--- config.mk ---
export PLATFORM = sky130hd
export DESIGN_NAME = serial_rx_tx_ctrl_status_regs
export DESIGN_NICKNAME = d
export VERILOG_FILES = /design/src/verilog/serial_ctrl_pkg.sv /design/src/verilog/serial_rx_tx_ctrl_status_regs.sv
export SDC_FILE = /design/constraint.sdc
export NUM_CORES = 1
export LEC_CHECK = 0
export BUFFER_PORTS_ARGS = -buffer_cell sky130_fd_sc_hd__buf_2
export CAP_MARGIN = 5
export CORE_ASPECT_RATIO = 0.8
export CORE_UTILIZATION = 35
export CTS_CLUSTER_SIZE = 28
export DETAILED_ROUTE_END_ITERATION = 8
export PLACE_DENSITY = 0.55
export RECOVER_POWER = 100
export SYNTH_ARGS = -nofsm -noshare
export SYNTH_HDL_FRONTEND = slang
export SYNTH_HIERARCHICAL = 1
export SYNTH_SLANG_ARGS = --single-unit
export TNS_END_PERCENT = 50
--- constraint.sdc ---
create_clock -name clk_sys -period 6.47 [get_ports clk_sys]
set_input_delay 0.3235 -clock clk_sys [delete_from_list [all_inputs] [get_ports clk_sys]]
set_output_delay 0.3235 -clock clk_sys [all_outputs]
set_load 0.02 [all_outputs]
--- src/verilog/serial_ctrl_pkg.sv ---
//Contract
//completion output is driven only when its enable and receive dma mode are both set.
//sync-pin select 0 makes the modem pin an input, 1 outputs sync-detected.
//in character-oriented mode with strip set, received sync characters are dropped.
//bit-oriented abort enable: overrun or crc error discards frame, hunts, sets end-of-frame.
//receiver reset clears receive section, fifo, status; set by reset, cleared by software.
//receive fifo holds eight bytes, or four words in word mode.
//reads of offset 02 pop bytes or words by the word/byte select.
//data-available reads 1 while the fifo holds a byte or word.
//receive status condition with its enable set asserts the interrupt request.
//acknowledge of a receive interrupt drives the vector register, offset 04, reset 0f.
//receive interrupt enable register at 05 resets to 00, bits 5 and 0 unused.
//transmit status bits clear by writing 1, by transmitter reset, or reset.
//transmit status condition with its enable set asserts the interrupt request.
//transmit-available reads 0 only when transmit fifo full, independent of serial clock.
//bit-oriented frame-complete sets on falling serial edge ending closing flag or abort.
//after abort command frame-complete waits for flush plus flag or eight mark bits.
//bisync sets frame-complete after trailing pad; char mode after last flagged byte.
//host waits one serial clock after frame-complete before clearing it.
//bit-oriented underrun records underrun and sends abort then idle.
//bisync or char-mode underrun sends sync fill until new data arrives.
//underrun bit sets on rising serial edge at eighth bit before the fill.
//host waits one serial clock after underrun before clearing it.
//data-available clears only when the last byte or word is read.
//receive control at 01 resets to 01; bit 6 selects receive dma mode.
//receive and transmit requests share one active-low output, each with its vector.
package serial_ctrl_pkg;
   // register offsets on the host port
   localparam logic [4:0] OFF_RX_STATUS = 5'h00;
   localparam logic [4:0] OFF_RX_CONTROL = 5'h01;
   localparam logic [4:0] OFF_RX_DATA = 5'h02;
   localparam logic [4:0] OFF_RX_VECTOR = 5'h04;
   localparam logic [4:0] OFF_RX_IRQ_EN = 5'h05;
   localparam logic [4:0] OFF_TX_STATUS = 5'h08;
   // receive control fields
   localparam int RC_DMA = 6;
   localparam int RC_DONE_EN = 5;
   localparam int RC_SYNC_PIN = 4;
   localparam int RC_STRIP = 3;
   localparam int RC_ABORT_EN = 1;
   localparam int RC_RESET = 0;
   localparam logic [7:0] RC_WRITE_MASK = 8'h7b;
   // receive status and enable fields
   localparam int RS_AVAIL = 7;
   localparam int RS_EOF = 6;
   localparam int RS_CRC = 4;
   localparam int RS_FRAME = 3;
   localparam int RS_OVER = 2;
   localparam int RS_ABORT = 1;
   localparam logic [7:0] RECEIVE_IRQ_ENABLE_MASK = 8'hde;
   // transmit status fields
   localparam int TS_AVAIL = 7;
   localparam int TS_DONE = 6;
   localparam int TS_STARVED = 2;
   // reset values
   localparam logic [7:0] RST_RX_CONTROL = 8'h01;
   localparam logic [7:0] RST_RX_VECTOR = 8'h0f;
   localparam logic [7:0] RST_RX_IRQ_EN = 8'h00;
   // mark idle bits that close an aborted frame
   localparam logic [3:0] MARK_IDLE_BITS = 4'h8;
   localparam int RX_DEPTH_BYTES = 8;

   typedef enum logic [2:0] {MODE_ASYNC, MODE_ISOC, MODE_BOP, MODE_BSC, MODE_COP} proto_mode_t;
   typedef enum logic {ABT_IDLE, ABT_FLUSH} abort_state_t;

   typedef struct packed {
      logic [7:0] data;
      logic is_status;
      logic eof;
      logic crc_err;
      logic frame_err;
   } rx_entry_t;

   typedef struct packed {
      rx_entry_t entry;
      logic is_sync;
   } rx_push_t;

   typedef struct packed {
      logic sel;
      logic rd;
      logic wr;
      logic [4:0] addr;
      logic [15:0] wdata;
   } bus_req_t;
endpackage : serial_ctrl_pkg

--- src/verilog/serial_rx_tx_ctrl_status_regs.sv ---
`timescale 1ns/1ps
// byte store with single or double pop, depth a power of two
module rx_byte_fifo #(
   parameter int W = 12,
   parameter int DEPTH = 8
) (
   // clock and reset
   input wire logic clk_sys,
   input wire logic nrst,
   input wire logic flush,
   // fill side
   input wire logic in_valid,
   output logic in_ready,
   input wire logic [W-1:0] in_data,
   // drain side
   output logic out_valid,
   input wire logic out_ready,
   input wire logic pop_two,
   output logic [W-1:0] out_data,
   output logic [W-1:0] out_next,
   output logic [$clog2(DEPTH+1)-1:0] level
);
   localparam int AW = $clog2(DEPTH);
   localparam int CW = $clog2(DEPTH+1);
   logic [W-1:0] mem [DEPTH];
   logic [AW-1:0] wr_ptr;
   logic [AW-1:0] rd_ptr;
   logic push;
   logic pop;
   logic [CW-1:0] npop;

   // a double pop needs two entries, so a half word is never torn
   assign in_ready = level != CW'(DEPTH);
   assign out_valid = pop_two ? (level >= CW'(2)) : (level != '0);
   assign push = in_valid && in_ready;
   assign pop = out_valid && out_ready;
   assign npop = pop ? (pop_two ? CW'(2) : CW'(1)) : '0;
   assign out_data = mem[rd_ptr];
   assign out_next = mem[rd_ptr + AW'(1)];

   // storage needs no reset, pointers guard it
   always_ff @(posedge clk_sys)
   begin
      if (push)
      begin
         mem[wr_ptr] <= in_data;
      end
   end

   // pointers and fill level
   always_ff @(posedge clk_sys or negedge nrst)
   begin
      if (!nrst)
      begin
         wr_ptr <= '0;
         rd_ptr <= '0;
         level <= '0;
      end
      else if (flush)
      begin
         wr_ptr <= '0;
         rd_ptr <= '0;
         level <= '0;
      end
      else
      begin
         if (push)
         begin
            wr_ptr <= wr_ptr + AW'(1);
         end
         rd_ptr <= rd_ptr + npop[AW-1:0];
         level <= level + CW'(push) - npop;
      end
   end
endmodule : rx_byte_fifo

// receive control, data port and status plus transmit status of the serial controller
module serial_rx_tx_ctrl_status_regs
   import serial_ctrl_pkg::*;
#(
   parameter int RX_DEPTH = RX_DEPTH_BYTES
) (
   // clock and reset
   input wire logic clk_sys,
   input wire logic nrst,
   // host register port
   input bus_req_t bus_req,
   input wire logic interrupt_acknowledge_in_n,
   output logic [15:0] bus_rdata,
   output logic irq_n,
   // protocol setup held elsewhere
   input proto_mode_t proto_mode,
   input wire logic word_byte_select,
   input wire logic [7:0] transmit_irq_enable,
   input wire logic [7:0] tx_vector_value,
   input wire logic transmitter_reset_cmd,
   input wire logic transmit_abort_cmd,
   // receive framer
   input rx_push_t rx_push,
   input wire logic rx_valid,
   output logic rx_ready,
   input wire logic rx_abort_break_evt,
   input wire logic rx_frame_start,
   input wire logic receive_sync_detected,
   output logic rx_hunt,
   // transmit framer
   input wire logic transmit_serial_clock,
   input wire logic tx_fifo_full,
   input wire logic tx_fifo_empty,
   input wire logic tx_closing_bit,
   input wire logic tx_underrun_bit,
   output logic tx_fill_abort,
   output logic tx_fill_sync,
   // dma completion pin
   output logic dma_done_out,
   output logic dma_done_oe,
   // modem ready pin
   input wire logic dsr_in,
   output logic dsr_out,
   output logic dsr_oe,
   output logic modem_dsr_level
);
   localparam int CW = $clog2(RX_DEPTH+1);
   logic [7:0] receive_control;
   logic [7:0] receive_vector;
   logic [7:0] receive_irq_enable;
   logic [6:1] rx_flags;
   logic eof_flag, crc_flag, frame_flag, over_flag, abort_flag;
   logic frame_done, starved, fill_active;
   logic [2:0] txc_pipe;
   logic [1:0] dsr_pipe;
   abort_state_t abort_state;
   logic [3:0] mark_bits;
   logic rx_reset, drop_sync, fifo_in_valid, fifo_in_ready, fifo_out_valid, fifo_pop;
   logic overrun_evt, crc_push, abort_evt;
   rx_entry_t head, head_next;
   logic [CW-1:0] fifo_level;
   logic receive_data_available;
   logic [7:0] receive_status, transmit_status;
   logic rx_irq, tx_irq, acking;
   logic wr_hit_status, wr_hit_tx_status;
   logic txc_fall, txc_rise, done_set, starve_set;

   assign rx_reset = receive_control[RC_RESET];
   assign acking = !interrupt_acknowledge_in_n;
   assign wr_hit_status = bus_req.sel && bus_req.wr && bus_req.addr == OFF_RX_STATUS;
   assign wr_hit_tx_status = bus_req.sel && bus_req.wr && bus_req.addr == OFF_TX_STATUS;

   // receive control register, reset bit survives its own command
   always_ff @(posedge clk_sys or negedge nrst)
   begin
      if (!nrst)
      begin
         receive_control <= RST_RX_CONTROL;
      end
      else if (bus_req.sel && bus_req.wr && bus_req.addr == OFF_RX_CONTROL)
      begin
         receive_control <= bus_req.wdata[7:0] & RC_WRITE_MASK;
      end
   end

   // vector and enable registers
   always_ff @(posedge clk_sys or negedge nrst)
   begin
      if (!nrst)
      begin
         receive_vector <= RST_RX_VECTOR;
         receive_irq_enable <= RST_RX_IRQ_EN;
      end
      else if (bus_req.sel && bus_req.wr)
      begin
         if (bus_req.addr == OFF_RX_VECTOR)
         begin
            receive_vector <= bus_req.wdata[7:0];
         end
         if (bus_req.addr == OFF_RX_IRQ_EN)
         begin
            receive_irq_enable <= bus_req.wdata[7:0] & RECEIVE_IRQ_ENABLE_MASK;
         end
      end
   end

   // receive intake: sync stripping and frame discard happen before the fifo
   assign drop_sync = proto_mode == MODE_COP && receive_control[RC_STRIP] && rx_push.is_sync;
   assign fifo_in_valid = rx_valid && !drop_sync && !rx_reset && !rx_hunt;
   assign rx_ready = fifo_in_ready || drop_sync || rx_hunt;
   assign overrun_evt = fifo_in_valid && !fifo_in_ready;
   assign crc_push = fifo_in_valid && fifo_in_ready && rx_push.entry.crc_err;
   assign abort_evt = proto_mode == MODE_BOP && receive_control[RC_ABORT_EN] && (overrun_evt || crc_push);

   rx_byte_fifo #(
      .W($bits(rx_entry_t)),
      .DEPTH(RX_DEPTH)
   ) u_rx_fifo (
      .clk_sys(clk_sys),
      .nrst(nrst),
      .flush(rx_reset),
      .in_valid(fifo_in_valid),
      .in_ready(fifo_in_ready),
      .in_data(rx_push.entry),
      .out_valid(fifo_out_valid),
      .out_ready(fifo_pop),
      .pop_two(word_byte_select),
      .out_data(head),
      .out_next(head_next),
      .level(fifo_level)
   );

   // data port reads pop one byte, or two in word mode
   assign fifo_pop = bus_req.sel && bus_req.rd && bus_req.addr == OFF_RX_DATA && !acking;
   assign receive_data_available = fifo_out_valid;

   // discard the rest of a bad frame until the framer sees the next opening
   always_ff @(posedge clk_sys or negedge nrst)
   begin
      if (!nrst)
      begin
         rx_hunt <= 1'b0;
      end
      else if (rx_reset || rx_frame_start)
      begin
         rx_hunt <= 1'b0;
      end
      else if (abort_evt)
      begin
         rx_hunt <= 1'b1;
      end
   end

   // sticky receive flags; a set wins over a write-one clear in the same cycle, receiver reset wins over both
   always_ff @(posedge clk_sys or negedge nrst)
   begin
      if (!nrst)
      begin
         rx_flags <= '0;
      end
      else if (rx_reset)
      begin
         rx_flags <= '0;
      end
      else
      begin
         rx_flags[RS_EOF] <= (rx_flags[RS_EOF] && !(wr_hit_status && bus_req.wdata[RS_EOF]))
            || (receive_data_available && head.is_status && head.eof) || abort_evt;
         rx_flags[RS_CRC] <= (rx_flags[RS_CRC] && !(wr_hit_status && bus_req.wdata[RS_CRC]))
            || (receive_data_available && head.crc_err);
         rx_flags[RS_FRAME] <= (rx_flags[RS_FRAME] && !(wr_hit_status && bus_req.wdata[RS_FRAME]))
            || (receive_data_available && head.frame_err);
         rx_flags[RS_OVER] <= (rx_flags[RS_OVER] && !(wr_hit_status && bus_req.wdata[RS_OVER])) || overrun_evt;
         rx_flags[RS_ABORT] <= (rx_flags[RS_ABORT] && !(wr_hit_status && bus_req.wdata[RS_ABORT]))
            || rx_abort_break_evt;
         rx_flags[5] <= 1'b0;
      end
   end

   assign eof_flag = rx_flags[RS_EOF];
   assign crc_flag = rx_flags[RS_CRC];
   assign frame_flag = rx_flags[RS_FRAME];
   assign over_flag = rx_flags[RS_OVER];
   assign abort_flag = rx_flags[RS_ABORT];
   assign receive_status = {receive_data_available, eof_flag, 1'b0, crc_flag, frame_flag, over_flag, abort_flag, 1'b0};

   // pins: completion only in dma mode, modem pin direction by select
   assign dma_done_oe = receive_control[RC_DONE_EN] && receive_control[RC_DMA];
   assign dma_done_out = dma_done_oe && eof_flag;
   assign dsr_oe = receive_control[RC_SYNC_PIN];
   assign dsr_out = receive_sync_detected;

   // two-stage synchroniser for the modem pin, three-stage pipe for the serial clock
   always_ff @(posedge clk_sys or negedge nrst)
   begin
      if (!nrst)
      begin
         dsr_pipe <= '0;
         txc_pipe <= '0;
      end
      else
      begin
         dsr_pipe <= {dsr_pipe[0], dsr_in};
         txc_pipe <= {txc_pipe[1:0], transmit_serial_clock};
      end
   end

   // edges seen two to three system clocks late; fine at a 320 ns serial period
   assign modem_dsr_level = dsr_pipe[1] && !dsr_oe;
   assign txc_fall = txc_pipe[2] && !txc_pipe[1];
   assign txc_rise = !txc_pipe[2] && txc_pipe[1];

   // abort sequencing: frame completion held back until the fifo has drained
   always_ff @(posedge clk_sys or negedge nrst)
   begin
      if (!nrst)
      begin
         abort_state <= ABT_IDLE;
         mark_bits <= '0;
      end
      else if (transmitter_reset_cmd)
      begin
         abort_state <= ABT_IDLE;
         mark_bits <= '0;
      end
      else
      begin
         case (abort_state)
            ABT_IDLE:
            begin
               mark_bits <= '0;
               if (transmit_abort_cmd && proto_mode == MODE_BOP)
               begin
                  abort_state <= ABT_FLUSH;
               end
            end
            ABT_FLUSH:
            begin
               if (done_set)
               begin
                  abort_state <= ABT_IDLE;
               end
               else if (txc_fall && tx_fifo_empty)
               begin
                  mark_bits <= mark_bits + 4'h1;
               end
            end
            default:
            begin
               abort_state <= ABT_IDLE;
            end
         endcase
      end
   end

   // frame completion on the falling serial edge of the closing bit
   always_comb
   begin
      done_set = 1'b0;
      if (proto_mode == MODE_BOP || proto_mode == MODE_BSC || proto_mode == MODE_COP)
      begin
         if (abort_state == ABT_FLUSH)
         begin
            done_set = txc_fall && tx_fifo_empty && (tx_closing_bit || mark_bits == MARK_IDLE_BITS - 4'h1);
         end
         else
         begin
            done_set = txc_fall && tx_closing_bit;
         end
      end
   end

   // underrun caught at the rising edge of the eighth bit before the fill
   assign starve_set = txc_rise && tx_underrun_bit && proto_mode != MODE_ASYNC && proto_mode != MODE_ISOC;

   // transmit status flags, cleared by writing ones; set wins over clear
   always_ff @(posedge clk_sys or negedge nrst)
   begin
      if (!nrst)
      begin
         frame_done <= 1'b0;
         starved <= 1'b0;
      end
      else if (transmitter_reset_cmd)
      begin
         frame_done <= 1'b0;
         starved <= 1'b0;
      end
      else
      begin
         frame_done <= (frame_done && !(wr_hit_tx_status && bus_req.wdata[TS_DONE])) || done_set;
         starved <= (starved && !(wr_hit_tx_status && bus_req.wdata[TS_STARVED])) || starve_set;
      end
   end

   // fill request to the transmitter until new data shows up
   always_ff @(posedge clk_sys or negedge nrst)
   begin
      if (!nrst)
      begin
         fill_active <= 1'b0;
      end
      else if (transmitter_reset_cmd || !tx_fifo_empty)
      begin
         fill_active <= 1'b0;
      end
      else if (starve_set)
      begin
         fill_active <= 1'b1;
      end
   end

   assign tx_fill_abort = fill_active && proto_mode == MODE_BOP;
   assign tx_fill_sync = fill_active && proto_mode != MODE_BOP;
   // availability follows the fifo alone, never the serial clock
   assign transmit_status = {!tx_fifo_full, frame_done, 3'b000, starved, 2'b00};

   // one shared request line, receive served first on acknowledge
   assign rx_irq = |(receive_status & receive_irq_enable);
   assign tx_irq = |(transmit_status & transmit_irq_enable);
   assign irq_n = !(rx_irq || tx_irq);

   // registered read data; unmapped offsets return zero
   always_ff @(posedge clk_sys or negedge nrst)
   begin
      if (!nrst)
      begin
         bus_rdata <= 16'h0000;
      end
      else if (acking)
      begin
         bus_rdata <= {8'h00, rx_irq ? receive_vector : tx_vector_value};
      end
      else if (bus_req.sel && bus_req.rd)
      begin
         case (bus_req.addr)
            OFF_RX_STATUS: bus_rdata <= {8'h00, receive_status};
            OFF_RX_CONTROL: bus_rdata <= {8'h00, receive_control};
            OFF_RX_DATA: bus_rdata <= word_byte_select ? {head.data, head_next.data} : {8'h00, head.data};
            OFF_RX_VECTOR: bus_rdata <= {8'h00, receive_vector};
            OFF_RX_IRQ_EN: bus_rdata <= {8'h00, receive_irq_enable};
            OFF_TX_STATUS: bus_rdata <= {8'h00, transmit_status};
            default: bus_rdata <= 16'h0000;
         endcase
      end
   end

   // checks
   AST_DONE_GATED: assert property (@(posedge clk_sys) disable iff (!nrst)
      dma_done_out |-> receive_control[RC_DMA] && receive_control[RC_DONE_EN] && eof_flag)
      else $error("completion driven outside dma mode");
   AST_SYNC_PIN: assert property (@(posedge clk_sys) disable iff (!nrst)
      !receive_control[RC_SYNC_PIN] |-> !dsr_oe && modem_dsr_level == dsr_pipe[1])
      else $error("modem pin driven while selected as input");
   AST_STRIP: assert property (@(posedge clk_sys) disable iff (!nrst)
      rx_valid && drop_sync && !fifo_pop |=> fifo_level == $past(fifo_level))
      else $error("stripped sync character stored");
   AST_ABORT: assert property (@(posedge clk_sys) disable iff (!nrst)
      abort_evt && !rx_reset |=> rx_hunt && eof_flag)
      else $error("bad frame not discarded");
   AST_RESET_CLEARS: assert property (@(posedge clk_sys) disable iff (!nrst)
      rx_reset |=> fifo_level == '0 && rx_flags == '0
         && (receive_control[RC_RESET] || $past(bus_req.sel && bus_req.wr && bus_req.addr == OFF_RX_CONTROL)))
      else $error("receiver reset left state behind");
   AST_DEPTH: assert property (@(posedge clk_sys) disable iff (!nrst)
      fifo_level <= CW'(RX_DEPTH))
      else $error("receive store above its depth");
   AST_POP_BYTE: assert property (@(posedge clk_sys) disable iff (!nrst)
      fifo_pop && receive_data_available && !word_byte_select && !fifo_in_valid && !rx_reset |=> fifo_level == $past(fifo_level) - CW'(1))
      else $error("byte read did not pop one entry");
   AST_RDA_READ: assert property (@(posedge clk_sys) disable iff (!nrst)
      bus_req.sel && bus_req.rd && bus_req.addr == OFF_RX_STATUS && !acking |=> bus_rdata[RS_AVAIL] == $past(receive_data_available))
      else $error("data-available misreported");
   AST_IRQ: assert property (@(posedge clk_sys) disable iff (!nrst)
      (receive_status & receive_irq_enable) != 8'h00 |-> !irq_n)
      else $error("enabled receive condition without request");
   AST_VECTOR: assert property (@(posedge clk_sys) disable iff (!nrst)
      acking && rx_irq |=> bus_rdata == {8'h00, $past(receive_vector)})
      else $error("receive vector not presented");
   AST_TX_AVAIL: assert property (@(posedge clk_sys) disable iff (!nrst)
      transmit_status[TS_AVAIL] != tx_fifo_full)
      else $error("transmit-available wrong");
   AST_FRAME_DONE: assert property (@(posedge clk_sys) disable iff (!nrst)
      done_set && !transmitter_reset_cmd |=> frame_done ##1 (frame_done || $past(wr_hit_tx_status)))
      else $error("frame-complete not held");
   AST_STARVE: assert property (@(posedge clk_sys) disable iff (!nrst)
      starve_set && !transmitter_reset_cmd |=> starved && (fill_active || !tx_fifo_empty))
      else $error("underrun not recorded");
   COV_WORD_READ: cover property (@(posedge clk_sys) disable iff (!nrst) fifo_pop && receive_data_available && word_byte_select);
   COV_ABORT_FLUSH: cover property (@(posedge clk_sys) disable iff (!nrst) abort_state == ABT_FLUSH && done_set);
   COV_OVERRUN: cover property (@(posedge clk_sys) disable iff (!nrst) overrun_evt);
endmodule : serial_rx_tx_ctrl_status_regs

## Word level (Yosys, flattened, before mapping)

Memories as Yosys holds them, arrays and structs flattened.
Index checks and enable logic that the tools add are counted.
W data, S select, Z words.

- Output and inout port bits: 26
- Logic and storage cells: 168
- ROM bits: 0
- Bits in latches: 0
- Input bits: 72
- Flip-flop bits (word level): 66
- Memories: 1
- Memory bits (writable): 96

- Divide/modulo/power cells: 0
- $add $sub $neg: 6
- Reductions and logical operators: 95
- Muxes and demuxes: 31
- Magnitude comparators: 1
- Shift-type cells: 0
- Equality and inequality tests: 15
- Multipliers: 0
- Bitwise logic cells: 3

Memory list:

| name | depth | bits a word | read ports | clocked after memory_dff | write ports | RTL line | text |
|---|---|---|---|---|---|---|---|
| u_rx_fifo.mem | 8 | 12 | 2 | 0 | 1 | serial_rx_tx_ctrl_status_regs.sv:25 | `logic [W-1:0] mem [DEPTH];` |

Operators with widths:

| operator | count |
|---|---|
| $pmux W16 S6 | 1 |
| $logic_and A1 B1 Y1 | 50 |
| $mux W16 | 3 |
| $mux W4 | 5 |
| $logic_not A1 Y1 | 17 |
| $logic_or A1 B1 Y1 | 17 |
| $and A8 B8 Y8 | 2 |
| $reduce_or A8 Y1 | 2 |
| $mux W1 | 14 |
| $eq A5 B3 Y1 const B | 2 |
| $mux W3 | 3 |
| $mux W8 | 1 |
| $pmux W4 S2 | 1 |
| $add A3 B1 Y3 const B | 2 |
| $eq A3 B2 Y1 const B | 2 |
| $mux W6 | 1 |
| $ne A3 B2 Y1 const B | 2 |
| $reduce_and A2 Y1 | 3 |
| $reduce_bool A2 Y1 | 3 |
| $eq A5 B1 Y1 const B | 1 |
| $eq A5 B2 Y1 const B | 1 |
| $eq A5 B4 Y1 const B | 1 |
| $logic_not A5 Y1 | 1 |
| $add A4 B1 Y4 | 1 |
| 15 further kinds | 15 |

## Longest topological paths before layout

Gate-level depths: netlist of run 1.

- Depth in word-level cells: 13
- Depth in mapped cells: 11

## Modules after synthesis

The synthesis of run 1 kept the hierarchy.

By module, submodules not included:

| module | cells each | times used | area an instance (um^2) | sequential area each (um^2) |
|---|---|---|---|---|
| rx_byte_fifo | 255 | 1 | 5108.6 | 3133.0 |
| serial_rx_tx_ctrl_status_regs | 269 | 1 | 2964.1 | 1382.6 |

## Worst setup path before layout of run 1

Ideal clock, no wire load.

- Path kind: reg-to-reg
- Start point: reg receive_control[0]
- End point: mem u_rx_fifo.mem[0][0] (enable)
- Path buffers: 1
- Arrival time: 2680 ps
- Data required time: 6074 ps
- Cell stages (with the launch flop): 7
- Clock period less this slack: 3076 ps
- Slack: 3394 ps
- Cells stage by stage: dfstp_2 -> clkbuf_1 -> or3b_1 -> a41oi_1 -> inv_1 -> or3_1 -> nor3_1

- Longest elaborated chain between the ends: 6

RTL lines:

| element | RTL line | text |
|---|---|---|
| start: declaration | serial_rx_tx_ctrl_status_regs.sv:124 | `logic [7:0] receive_control;` |
| start signal: assignment | serial_rx_tx_ctrl_status_regs.sv:158 | `receive_control <= bus_req.wdata[7:0] & RC_WRITE_MASK;` |
| $logic_not A1 Y1 | serial_rx_tx_ctrl_status_regs.sv:185 | `assign fifo_in_valid = rx_valid && !drop_sync && !rx_reset && !rx_hunt;` |
| $logic_and A1 B1 Y1 (2 in series) | serial_rx_tx_ctrl_status_regs.sv:185 |  |
| named net fifo_in_valid | serial_rx_tx_ctrl_status_regs.sv:134 | `logic rx_reset, drop_sync, fifo_in_valid, fifo_in_ready, fifo_out_valid, fifo_pop;` |
| $logic_and A1 B1 Y1 | serial_rx_tx_ctrl_status_regs.sv:35 | `assign push = in_valid && in_ready;` |
| $mux W1 | serial_rx_tx_ctrl_status_regs.sv:44 | `if (push)` |
| $mux W1 (implied by the code) | serial_rx_tx_ctrl_status_regs.sv:46 | `mem[wr_ptr] <= in_data;` |
| end: declaration | serial_rx_tx_ctrl_status_regs.sv:25 |  |

The timed path passes the listed nets, and every way through them passes these cells.

==> impl_metrics.json, run 1 <==
{
  "status": "finished, violations left",
  "violations": "capacitance limit, slew limit",
  "grt_pass1_vias": 4918,
  "die_h_um": 135.7,
  "clk_latency_ns": 0.42,
  "final_cells": 913,
  "drtPass1Iterations": 4,
  "cap_violations": 2,
  "crit_fanout": 41,
  "synthCells": 512,
  "vias": 4799,
  "routed.top_layer": "met4",
  "multi_input_area_um2": 2955,
  "swShare": 0.2961,
  "cts_buffer_depth": 2,
  "min_path_type": "input port to flip-flop",
  "irDropWorstVdd_uv": 188.7,
  "rsz0062_at_grt": "false",
  "layout_min_cycle_time_ns": 4.450,
  "post-route-drc-count": 0,
  "period_share": 0.6878,
  "wl_met2_um": 9073,
  "htreeDepth": 4,
  "ant_nets": 0,
  "final_cell_mix": "edfxtp_1, dfrtp_1, clkbuf_1",
  "avgSynthCellArea_um2": 15.28,
  "core-area_um2": 21740,
  "cts.clk_slew.worst_paths_ns": 0.07,
  "fin_nets": 685,
  "dp_cells": 879,
  "grt_pass1_wl_um": 28620,
  "core.rowCount": 48,
  "timing.hold.ws_ns": 0.06112,
  "worst_slack_ns": 2.020,
  "vias_per_cell": 5.256,
  "initial_core_util": 0.3597,
  "drv_slew": 108,
  "drt-initial-drc-count": 368,
  "wl_met3_um": 928,
  "io_buffers": 82,
  "total_power_mw": 2.981,
  "pwr-share-comb": 0.192,
  "worstPathRequired_ns": 6.77,
  "synth_nets": 597,
  "critPathLaunchType": "flip-flop",
  "p_leak_nw": 3.302,
  "finalHoldViolCount": 0,
  "fmax_mhz": 224.7,
  "cts_buffers": 17,
  "clkPwrFrac": 0.356,
  "grt_max_degree": 66,
  "skew_ns": 0.007212,
  "grt_use_total": 0.1706,
  "io_pins": 98,
  "cts_tree": "yes",
  "synth.cell_area_um2": 7821,
  "worst_pin_slew_ns": 3.600,
  "drive_above_1_share": 0.2675,
  "diodes": 0,
  "p_sw_uw": 882.7,
  "p_int_mw": 2.098,
  "m1WireLength_um": 8530,
  "finalSetupViolCount": 0,
  "root_buffer": "clkbuf_16",
  "die_w_um": 169.1,
  "seqCellArea_um2": 4517,
  "yosys_warnings": 6,
  "end_kind": "flip-flop",
  "power_density_nw_per_um2": 331.1,
  "grt_overflow": 0,
  "hpwl_um": 13260,
  "drt-total-wl_um": 18640,
  "seq_power_share": 0.453,
  "die_area_um2": 22950,
  "critical_path_class": "flip-flop to flip-flop",
  "clock-sinks": 161,
  "syn_to_final_growth_pct": 15.13,
  "cts_setup_buffers": 0,
  "wl_per_cell_um": 20.42,
  "arrival_ns": 4.75,
  "globalplace.congestion": 0.8179,
  "relSlewSlack": -1.400,
  "fillerInstances": 2018,
  "finalSetupTns_ns": 0,
  "antenna_found_initial": 0,
  "final_common_cell": "edfxtp_1",
  "place_ws_ns": 2.991
}
[state kept, by name, summed over array words and instances, names as in the netlist, 4 cells and up]
register,count
u_rx_fifo/level,4
receive_irq_enable,6
mark_bits,4
receive_control,6
bus_rdata,16
rx_flags,5
u_rx_fifo/mem,96
receive_vector,8
[path summary, 6_finish.rpt]
path                                                from                        endpoint  slack, ns  depth (start not counted)
setup reg to reg           u_rx_fifo/rd_ptr[0]$_DFF_PN0_        bus_rdata[7]$_DFFE_PN0P_       2.02                          7
hold reg to reg                    txc_pipe[0]$_DFF_PN0_           txc_pipe[1]$_DFF_PN0_       0.35                          0
setup / recovery           u_rx_fifo/rd_ptr[0]$_DFF_PN0_        bus_rdata[7]$_DFFE_PN0P_       2.02                          7
hold / removal                            rx_frame_start             rx_hunt$_DFFE_PN0P_       0.06                          2
min in group asynchronous                           nrst  receive_control[5]$_DFFE_PN0P_       1.22                          2
max in group asynchronous                           nrst   u_rx_fifo/rd_ptr[0]$_DFF_PN0_       2.95                          2
[layout make-up]
class / count / share of cell area
flip-flops and latches: 161 / 0.5016
multi-input cells: 303 / 0.3282
repair buffers: 98 / 0.05002
clock buffers: 17 / 0.04724
well taps: 300 / 0.04168
clock inverters: 15 / 0.02334
inverters: 19 / 0.007920
[routing by layer]
layer,vias to the layer above,global-route usage
li1,2187,-
met1,2499,0.2318
met2,107,0.2748
met3,6,0.04207
met4,0,0.04154
met5,-,0
[worst max-delay path: stages (launching register included)]
cell	delay [ns]
dfrtp_2	0.37
clkbuf_1	2.11
mux4_2	0.72
mux2_2	0.28
mux2i_1	0.33
nor3_1	0.08
o31ai_1	0.29
nand3_1	0.12
[power by group through the flow]
stage | sequential, mW | combinational [mW] | clock [mW]
4_1_cts | 1.35 | 0.603 | 1.08
2_1_floorplan | 1.35 | 0.392 | 0
6_report | 1.35 | 0.571 | 1.06
5_1_grt | 1.36 | 0.628 | 1.13
3_3_place_gp | 1.36 | 0.582 | 0
3_5_place_dp | 1.37 | 0.599 | 0
[what timing repair did]
action,CTS,global route
gates resized for setup,0,0
hold endpoints to repair,2,0
hold buffers,2,0
[stage by stage]
| step | area [µm²] | util |
|---|---|---|
| after global placement | 8502 | 0.3911 |
| after detailed placement | 8502 | 0.3911 |
| final | 9005 | 0.4142 |
| after floorplan | 7821 | - |
| after CTS | 9158 | 0.4212 |
| after global routing | 9005 | 0.4142 |
Note: power is estimated with default switching activity, not from simulation.
==> inputs of run 2 (changes only) <==
--- a/config.mk
+++ b/config.mk
@@ -11,7 +11,7 @@
 export CORE_UTILIZATION = 35
 export CTS_CLUSTER_SIZE = 28
 export DETAILED_ROUTE_END_ITERATION = 8
-export PLACE_DENSITY = 0.55
+export PLACE_DENSITY = 0.57
 export RECOVER_POWER = 100
 export SYNTH_ARGS = -nofsm -noshare
 export SYNTH_HDL_FRONTEND = slang
==> constraint.sdc (replaced) <==
create_clock -name clk_sys -period 3.93 [get_ports clk_sys]
set_input_delay 0.1965 -clock clk_sys [delete_from_list [all_inputs] [get_ports clk_sys]]
set_output_delay 0.1965 -clock clk_sys [all_outputs]
set_load 0.02 [all_outputs]
==> impl_metrics.json, run 2 (synthesis results as in run 1) <==
{
  "status": "finished, violations left",
  "violations": "capacitance limit, slew limit",
  "cts_tree": "yes",
  "cts.clk_slew.worst_paths_ns": 0.06,
  "wl_per_cell_um": 20.48,
  "crit_fanout": 17,
  "vias_per_cell": 5.316,
  "p_int_mw": 3.479,
  "core.rowCount": 48,
  "finalSetupTns_ns": 0,
  "die_area_um2": 22950,
  "vias": 4885,
  "final_util": 0.4152,
  "final_cell_mix": "edfxtp_1, dfrtp_1, clkbuf_1",
  "irDropWorstVdd_uv": 282.8,
  "cts_buffer_depth": 2,
  "rsz0062_at_grt": "false",
  "clk_latency_ns": 0.43,
  "cts_buffers": 17,
  "hpwl_um": 13120,
  "antenna_found_initial": 0,
  "io_buffers": 82,
  "grt_pass1_vias": 4957,
  "finalSetupViolCount": 0,
  "syn_to_final_growth_pct": 15.42,
  "largest_reg_flops": 96,
  "place_ws_ns": 0.9627,
  "dp_cells": 880,
  "drt-total-wl_um": 18820,
  "seq_power_share": 0.460,
  "clock-sinks": 161,
  "end_kind": "flip-flop",
  "globalplace.congestion": 0.8503,
  "cap_violations": 1,
  "pwr-share-comb": 0.197,
  "worstPathRequired_ns": 4.25,
  "min_path_type": "input port to flip-flop",
  "swShare": 0.2785,
  "drv_slew": 41,
  "worst_pin_slew_ns": 2.242,
  "p_leak_nw": 3.330,
  "diodes": 0,
  "post-route-drc-count": 0,
  "final_cells": 919,
  "grt_use_total": 0.1715,
  "grt_overflow": 0,
  "drt-initial-drc-count": 380,
  "root_buffer": "clkbuf_16",
  "drive_above_1_share": 0.2714,
  "arrival_ns": 3.48,
  "cts_setup_buffers": 0,
  "ant_nets": 0,
  "largestRegisters": "u_rx_fifo/mem x96, bus_rdata x16, receive_vector x8",
  "final_common_cell": "edfxtp_1",
  "grt_pass1_wl_um": 28820,
  "top_register": "u_rx_fifo/mem",
  "p_sw_mw": 1.343,
  "die_h_um": 135.7,
  "skew_ns": 0.01259,
  "power_density_nw_per_um2": 534.2,
  "die_w_um": 169.1,
  "finalHoldViolCount": 0,
  "grt_max_degree": 42,
  "holdCritStartpoint": "transmit_abort_cmd",
  "fin_nets": 691,
  "worst_slack_ns": 0.7638,
  "relSlewSlack": -0.4947,
  "io_pins": 98,
  "core-area_um2": 21740,
  "period_share": 0.8056,
  "clkPwrFrac": 0.343,
  "initial_core_util": 0.3597,
  "htreeDepth": 4,
  "crit_start": "bus_req[18]",
  "critical_path_class": "input port to flip-flop",
  "reg2reg_from": "rx_hunt$_DFFE_PN0P_",
  "fmax_mhz": 315.8,
  "drtPass1Iterations": 5,
  "critPathLaunchType": "input port",
  "total_power_mw": 4.822,
  "layout_min_cycle_time_ns": 3.166
}
## run 2: cell types whose count changed in the layout (fill, tap and decap cells not counted), sizes merged
cell         previous run  this run
dlygate4sd3             2         6
clkinv                  3         4
clkbuf                 65        71
inv                    28        21
bufinv                  2         1
buf                    48        51
## run 2: per-stage QoR
stage / cell area [µm²] / hold slack (ns)
2_1_floorplan: 7821 / -0.09909
4_1_cts: 9158 / 0.002881
3_3_place_gp: 8499 / 0.3050
6_report: 9027 / 0.01114
3_5_place_dp: 8499 / 0.3083
5_1_grt: 9027 / 0.004263
## run 2: worst paths after layout
| kind | end | slack, ns | depth (start not counted) |
|---|---|---|---|
| hold / removal | abort_state$_DFF_PN0_ | 0.01 | 2 |
| max in group asynchronous | u_rx_fifo/wr_ptr[0]$_DFFE_PN0P_ | 1.30 | 3 |
| setup reg to reg | u_rx_fifo/mem[0][6]$_DFFE_PP_ | 0.78 | 6 |
| setup / recovery | u_rx_fifo/level[3]$_DFF_PN0_ | 0.76 | 9 |
| min in group asynchronous | receive_vector[5]$_DFFE_PN0P_ | 0.98 | 2 |
| hold reg to reg | dsr_pipe[1]$_DFF_PN0_ | 0.35 | 0 |
## run 2: critical path, stage by stage
cell and delay (ns):
clkbuf_1 0.34, or3_1 0.56, nor3_1 0.74, nand3_1 0.28, ha_1 0.39, ha_1 0.31
a21o_1 0.15, a21oi_1 0.16, mux2_2 0.34
## run 2: area by class of cell
cell class,count,area [µm²]
inverters,19,71.32
clock inverters,8,70.07
fillers,2040,12710
repair buffers,104,510.5
multi-input cells,303,2955
clock buffers,24,528.0
flip-flops and latches,161,4517
well taps,300,375.4
## run 2: routing by layer
metal	vias to the layer above	track usage	wire length, µm
met4	0	0.05656	214
met3	16	0.02863	944
met1	2541	0.2434	8833
met5	-	0	0
li1	2188	-	-
met2	140	0.2679	8831
## run 2: timing repair
| action | in CTS | in global routing |
|---|---|---|
| hold endpoints to repair | 42 | 0 |
| gates resized for setup | 0 | 0 |
| hold buffers | 6 | 0 |
## run 2: power groups by stage
stage                     Clock, mW  Sequential (mW)  Combinational, mW
after floorplan                   0             2.22              0.646
after global placement            0             2.22              0.968
after detailed placement          0             2.24              0.988
after CTS                      1.68             2.21              0.999
after global routing           1.74             2.24               1.04
final                          1.66             2.22              0.949
==> inputs of run 3 (changes only) <==
==> constraint.sdc (replaced) <==
create_clock -name clk_sys -period 2.65 [get_ports clk_sys]
set_input_delay 0.1325 -clock clk_sys [delete_from_list [all_inputs] [get_ports clk_sys]]
set_output_delay 0.1325 -clock clk_sys [all_outputs]
set_load 0.02 [all_outputs]
==> impl_metrics.json, run 3 (synthesis results as in run 1) <==
{
  "top_register": "u_rx_fifo/mem",
  "core-area_um2": 21740,
  "drt-total-wl_um": 19080,
  "largestRegisters": "u_rx_fifo/mem x96, bus_rdata x16, receive_vector x8",
  "syn_to_final_growth_pct": 21.29,
  "crit_fanout": 25,
  "root_buffer": "clkbuf_16",
  "cts_tree": "yes",
  "r2r-end": "bus_rdata[7]$_DFFE_PN0P_",
  "vias": 4961,
  "holdPathEnd": "receive_irq_enable[2]$_DFFE_PN0P_",
  "relSlewSlack": -0.2239,
  "grt_max_degree": 42,
  "clock-sinks": 161,
  "holdCritStartpoint": "bus_req[2]",
  "min_path_type": "input port to flip-flop",
  "hpwl_um": 13650,
  "vias_per_cell": 5.178,
  "post-route-cell-area_um2": 9487,
  "fin_nets": 730,
  "skew_ns": 0.01047,
  "die_h_um": 135.7,
  "placed_area_um2": 8730,
  "drv_slew": 32,
  "post-route-drc-count": 0,
  "arrival_ns": 2.80,
  "grt_overflow": 0,
  "finalHoldViolCount": 0,
  "grt_pass1_wl_um": 29550,
  "period_share": 0.9495,
  "status": "finished, violations left",
  "antenna_found_initial": 0,
  "io_pins": 98,
  "drive_above_1_share": 0.2918,
  "htreeDepth": 4,
  "grt_pass1_vias": 5138,
  "ant_nets": 0,
  "critPathLaunchType": "flip-flop",
  "cts_buffer_depth": 2,
  "cts.clk_slew.worst_paths_ns": 0.06,
  "grt_use_met3": 0.04061,
  "end_kind": "flip-flop",
  "globalRouteMet2Util": 0.2709,
  "final_cells": 958,
  "dp_cells": 896,
  "total_power_mw": 7.256,
  "fmax_mhz": 397.4,
  "finalSetupViolCount": 0,
  "final_util": 0.4363,
  "rrSetupSlack_ns": 0.13,
  "grt.met1_usage": 0.2469,
  "layout_min_cycle_time_ns": 2.516,
  "globalplace.congestion": 0.8879,
  "worstRegToRegCells": 8,
  "die_w_um": 169.1,
  "timing.hold.ws_ns": 0.05368,
  "multi_input_area_um2": 2968,
  "initial_core_util": 0.3597,
  "final_cell_mix": "edfxtp_1, dfrtp_1, buf_2",
  "drtPass1Iterations": 6,
  "drt-initial-drc-count": 285,
  "fillerInstances": 2023,
  "finalSetupTns_ns": 0,
  "reg2reg_from": "u_rx_fifo/rd_ptr[1]$_DFF_PN0_",
  "worstPathRequired_ns": 2.94,
  "gr-max-usage-layer": "met2",
  "cts_buffers": 17,
  "core.rowCount": 48,
  "clk_latency_ns": 0.42,
  "die_area_um2": 22950,
  "diodes": 0,
  "critical_path_class": "flip-flop to flip-flop",
  "grt_use_total": 0.1756,
  "violations": "capacitance limit, slew limit",
  "largest_reg_flops": 96,
  "wl_per_cell_um": 19.92,
  "final_common_cell": "edfxtp_1",
  "worst_slack_ns": 0.1338,
  "p_leak_nw": 3.556,
  "worst_pin_slew_ns": 1.836,
  "io_buffers": 82,
  "whs_path_depth": 2,
  "irDropWorstVdd_uv": 457.1,
  "rsz0062_at_grt": "false",
  "cap_violations": 1,
  "seqCellArea_um2": 4517,
  "power_density_nw_per_um2": 764.9,
  "place_ws_ns": 0.09091
}
## run 3: cell types whose count changed in the layout (fill, tap and decap cells not counted), moves of 3 or more
| cell | previous run | this run |
|---|---|---|
| buf_12 | 0 | 5 |
| mux2_1 | 11 | 15 |
| mux2_2 | 27 | 24 |
| buf_4 | 7 | 18 |
| clkbuf_1 | 47 | 38 |
| clkbuf_4 | 1 | 4 |
| clkbuf_2 | 1 | 5 |
| dlygate4sd3_1 | 6 | 28 |
| clkinv_4 | 0 | 4 |
## run 3: how the worst max path moves through the flow
stage / startpoint / slack [ns] / cells after the start / end
after floorplan: receive_control[0]$_DFFE_PN1P_ / -0.09 / 6 / u_rx_fifo/mem[2][0]$_DFFE_PP_
after global placement: bus_req[19] / 0.12 / 9 / u_rx_fifo/level[3]$_DFF_PN0_
after detailed placement: bus_req[19] / 0.09 / 9 / u_rx_fifo/level[3]$_DFF_PN0_
after CTS: u_rx_fifo/level[2]$_DFF_PN0_ / 0.05 / 9 / irq_n
after global routing: u_rx_fifo/rd_ptr[0]$_DFF_PN0_ / 0.002 / 8 / bus_rdata[2]$_DFFE_PN0P_
final: u_rx_fifo/rd_ptr[1]$_DFF_PN0_ / 0.13 / 8 / bus_rdata[7]$_DFFE_PN0P_
## run 3: area by class of cell
class	count	area share
clock buffer	24	0.05856
clock inverter	8	0.006463
inverter	19	0.007518
multi-input combinational	303	0.3128
sequential	161	0.4761
tap	300	0.03957
timing repair buffer	143	0.09892
## run 3: routing by layer
metal,up-vias,wire (µm)
li1,2279,-
met1,2527,8993
met2,139,8809
met3,16,1020
met4,0,258
met5,-,0
## run 3: what timing repair did
item                                   4_1_cts  5_1_grt
hold buffers                                28        0
endpoints found under the hold margin      143        0
gates resized for setup                      0        1
setup endpoints to repair                    0        2
setup buffers                                0        2
## run 3: worst max-delay path, stage by stage (launching register included)
cell	delay, ns
dfrtp_1	0.35
buf_4	0.37
mux4_2	0.55
mux2_1	0.35
mux2i_1	0.16
buf_4	0.14
nor3_1	0.05
o31ai_1	0.29
nand3_1	0.13
## run 3: power by group
part,switching [mW],total (mW),internal (mW),leakage (nW)
Clock,0.974,2.45,1.47,0.304
Combinational,0.805,1.52,0.719,1.55
Sequential,0.227,3.28,3.06,1.70
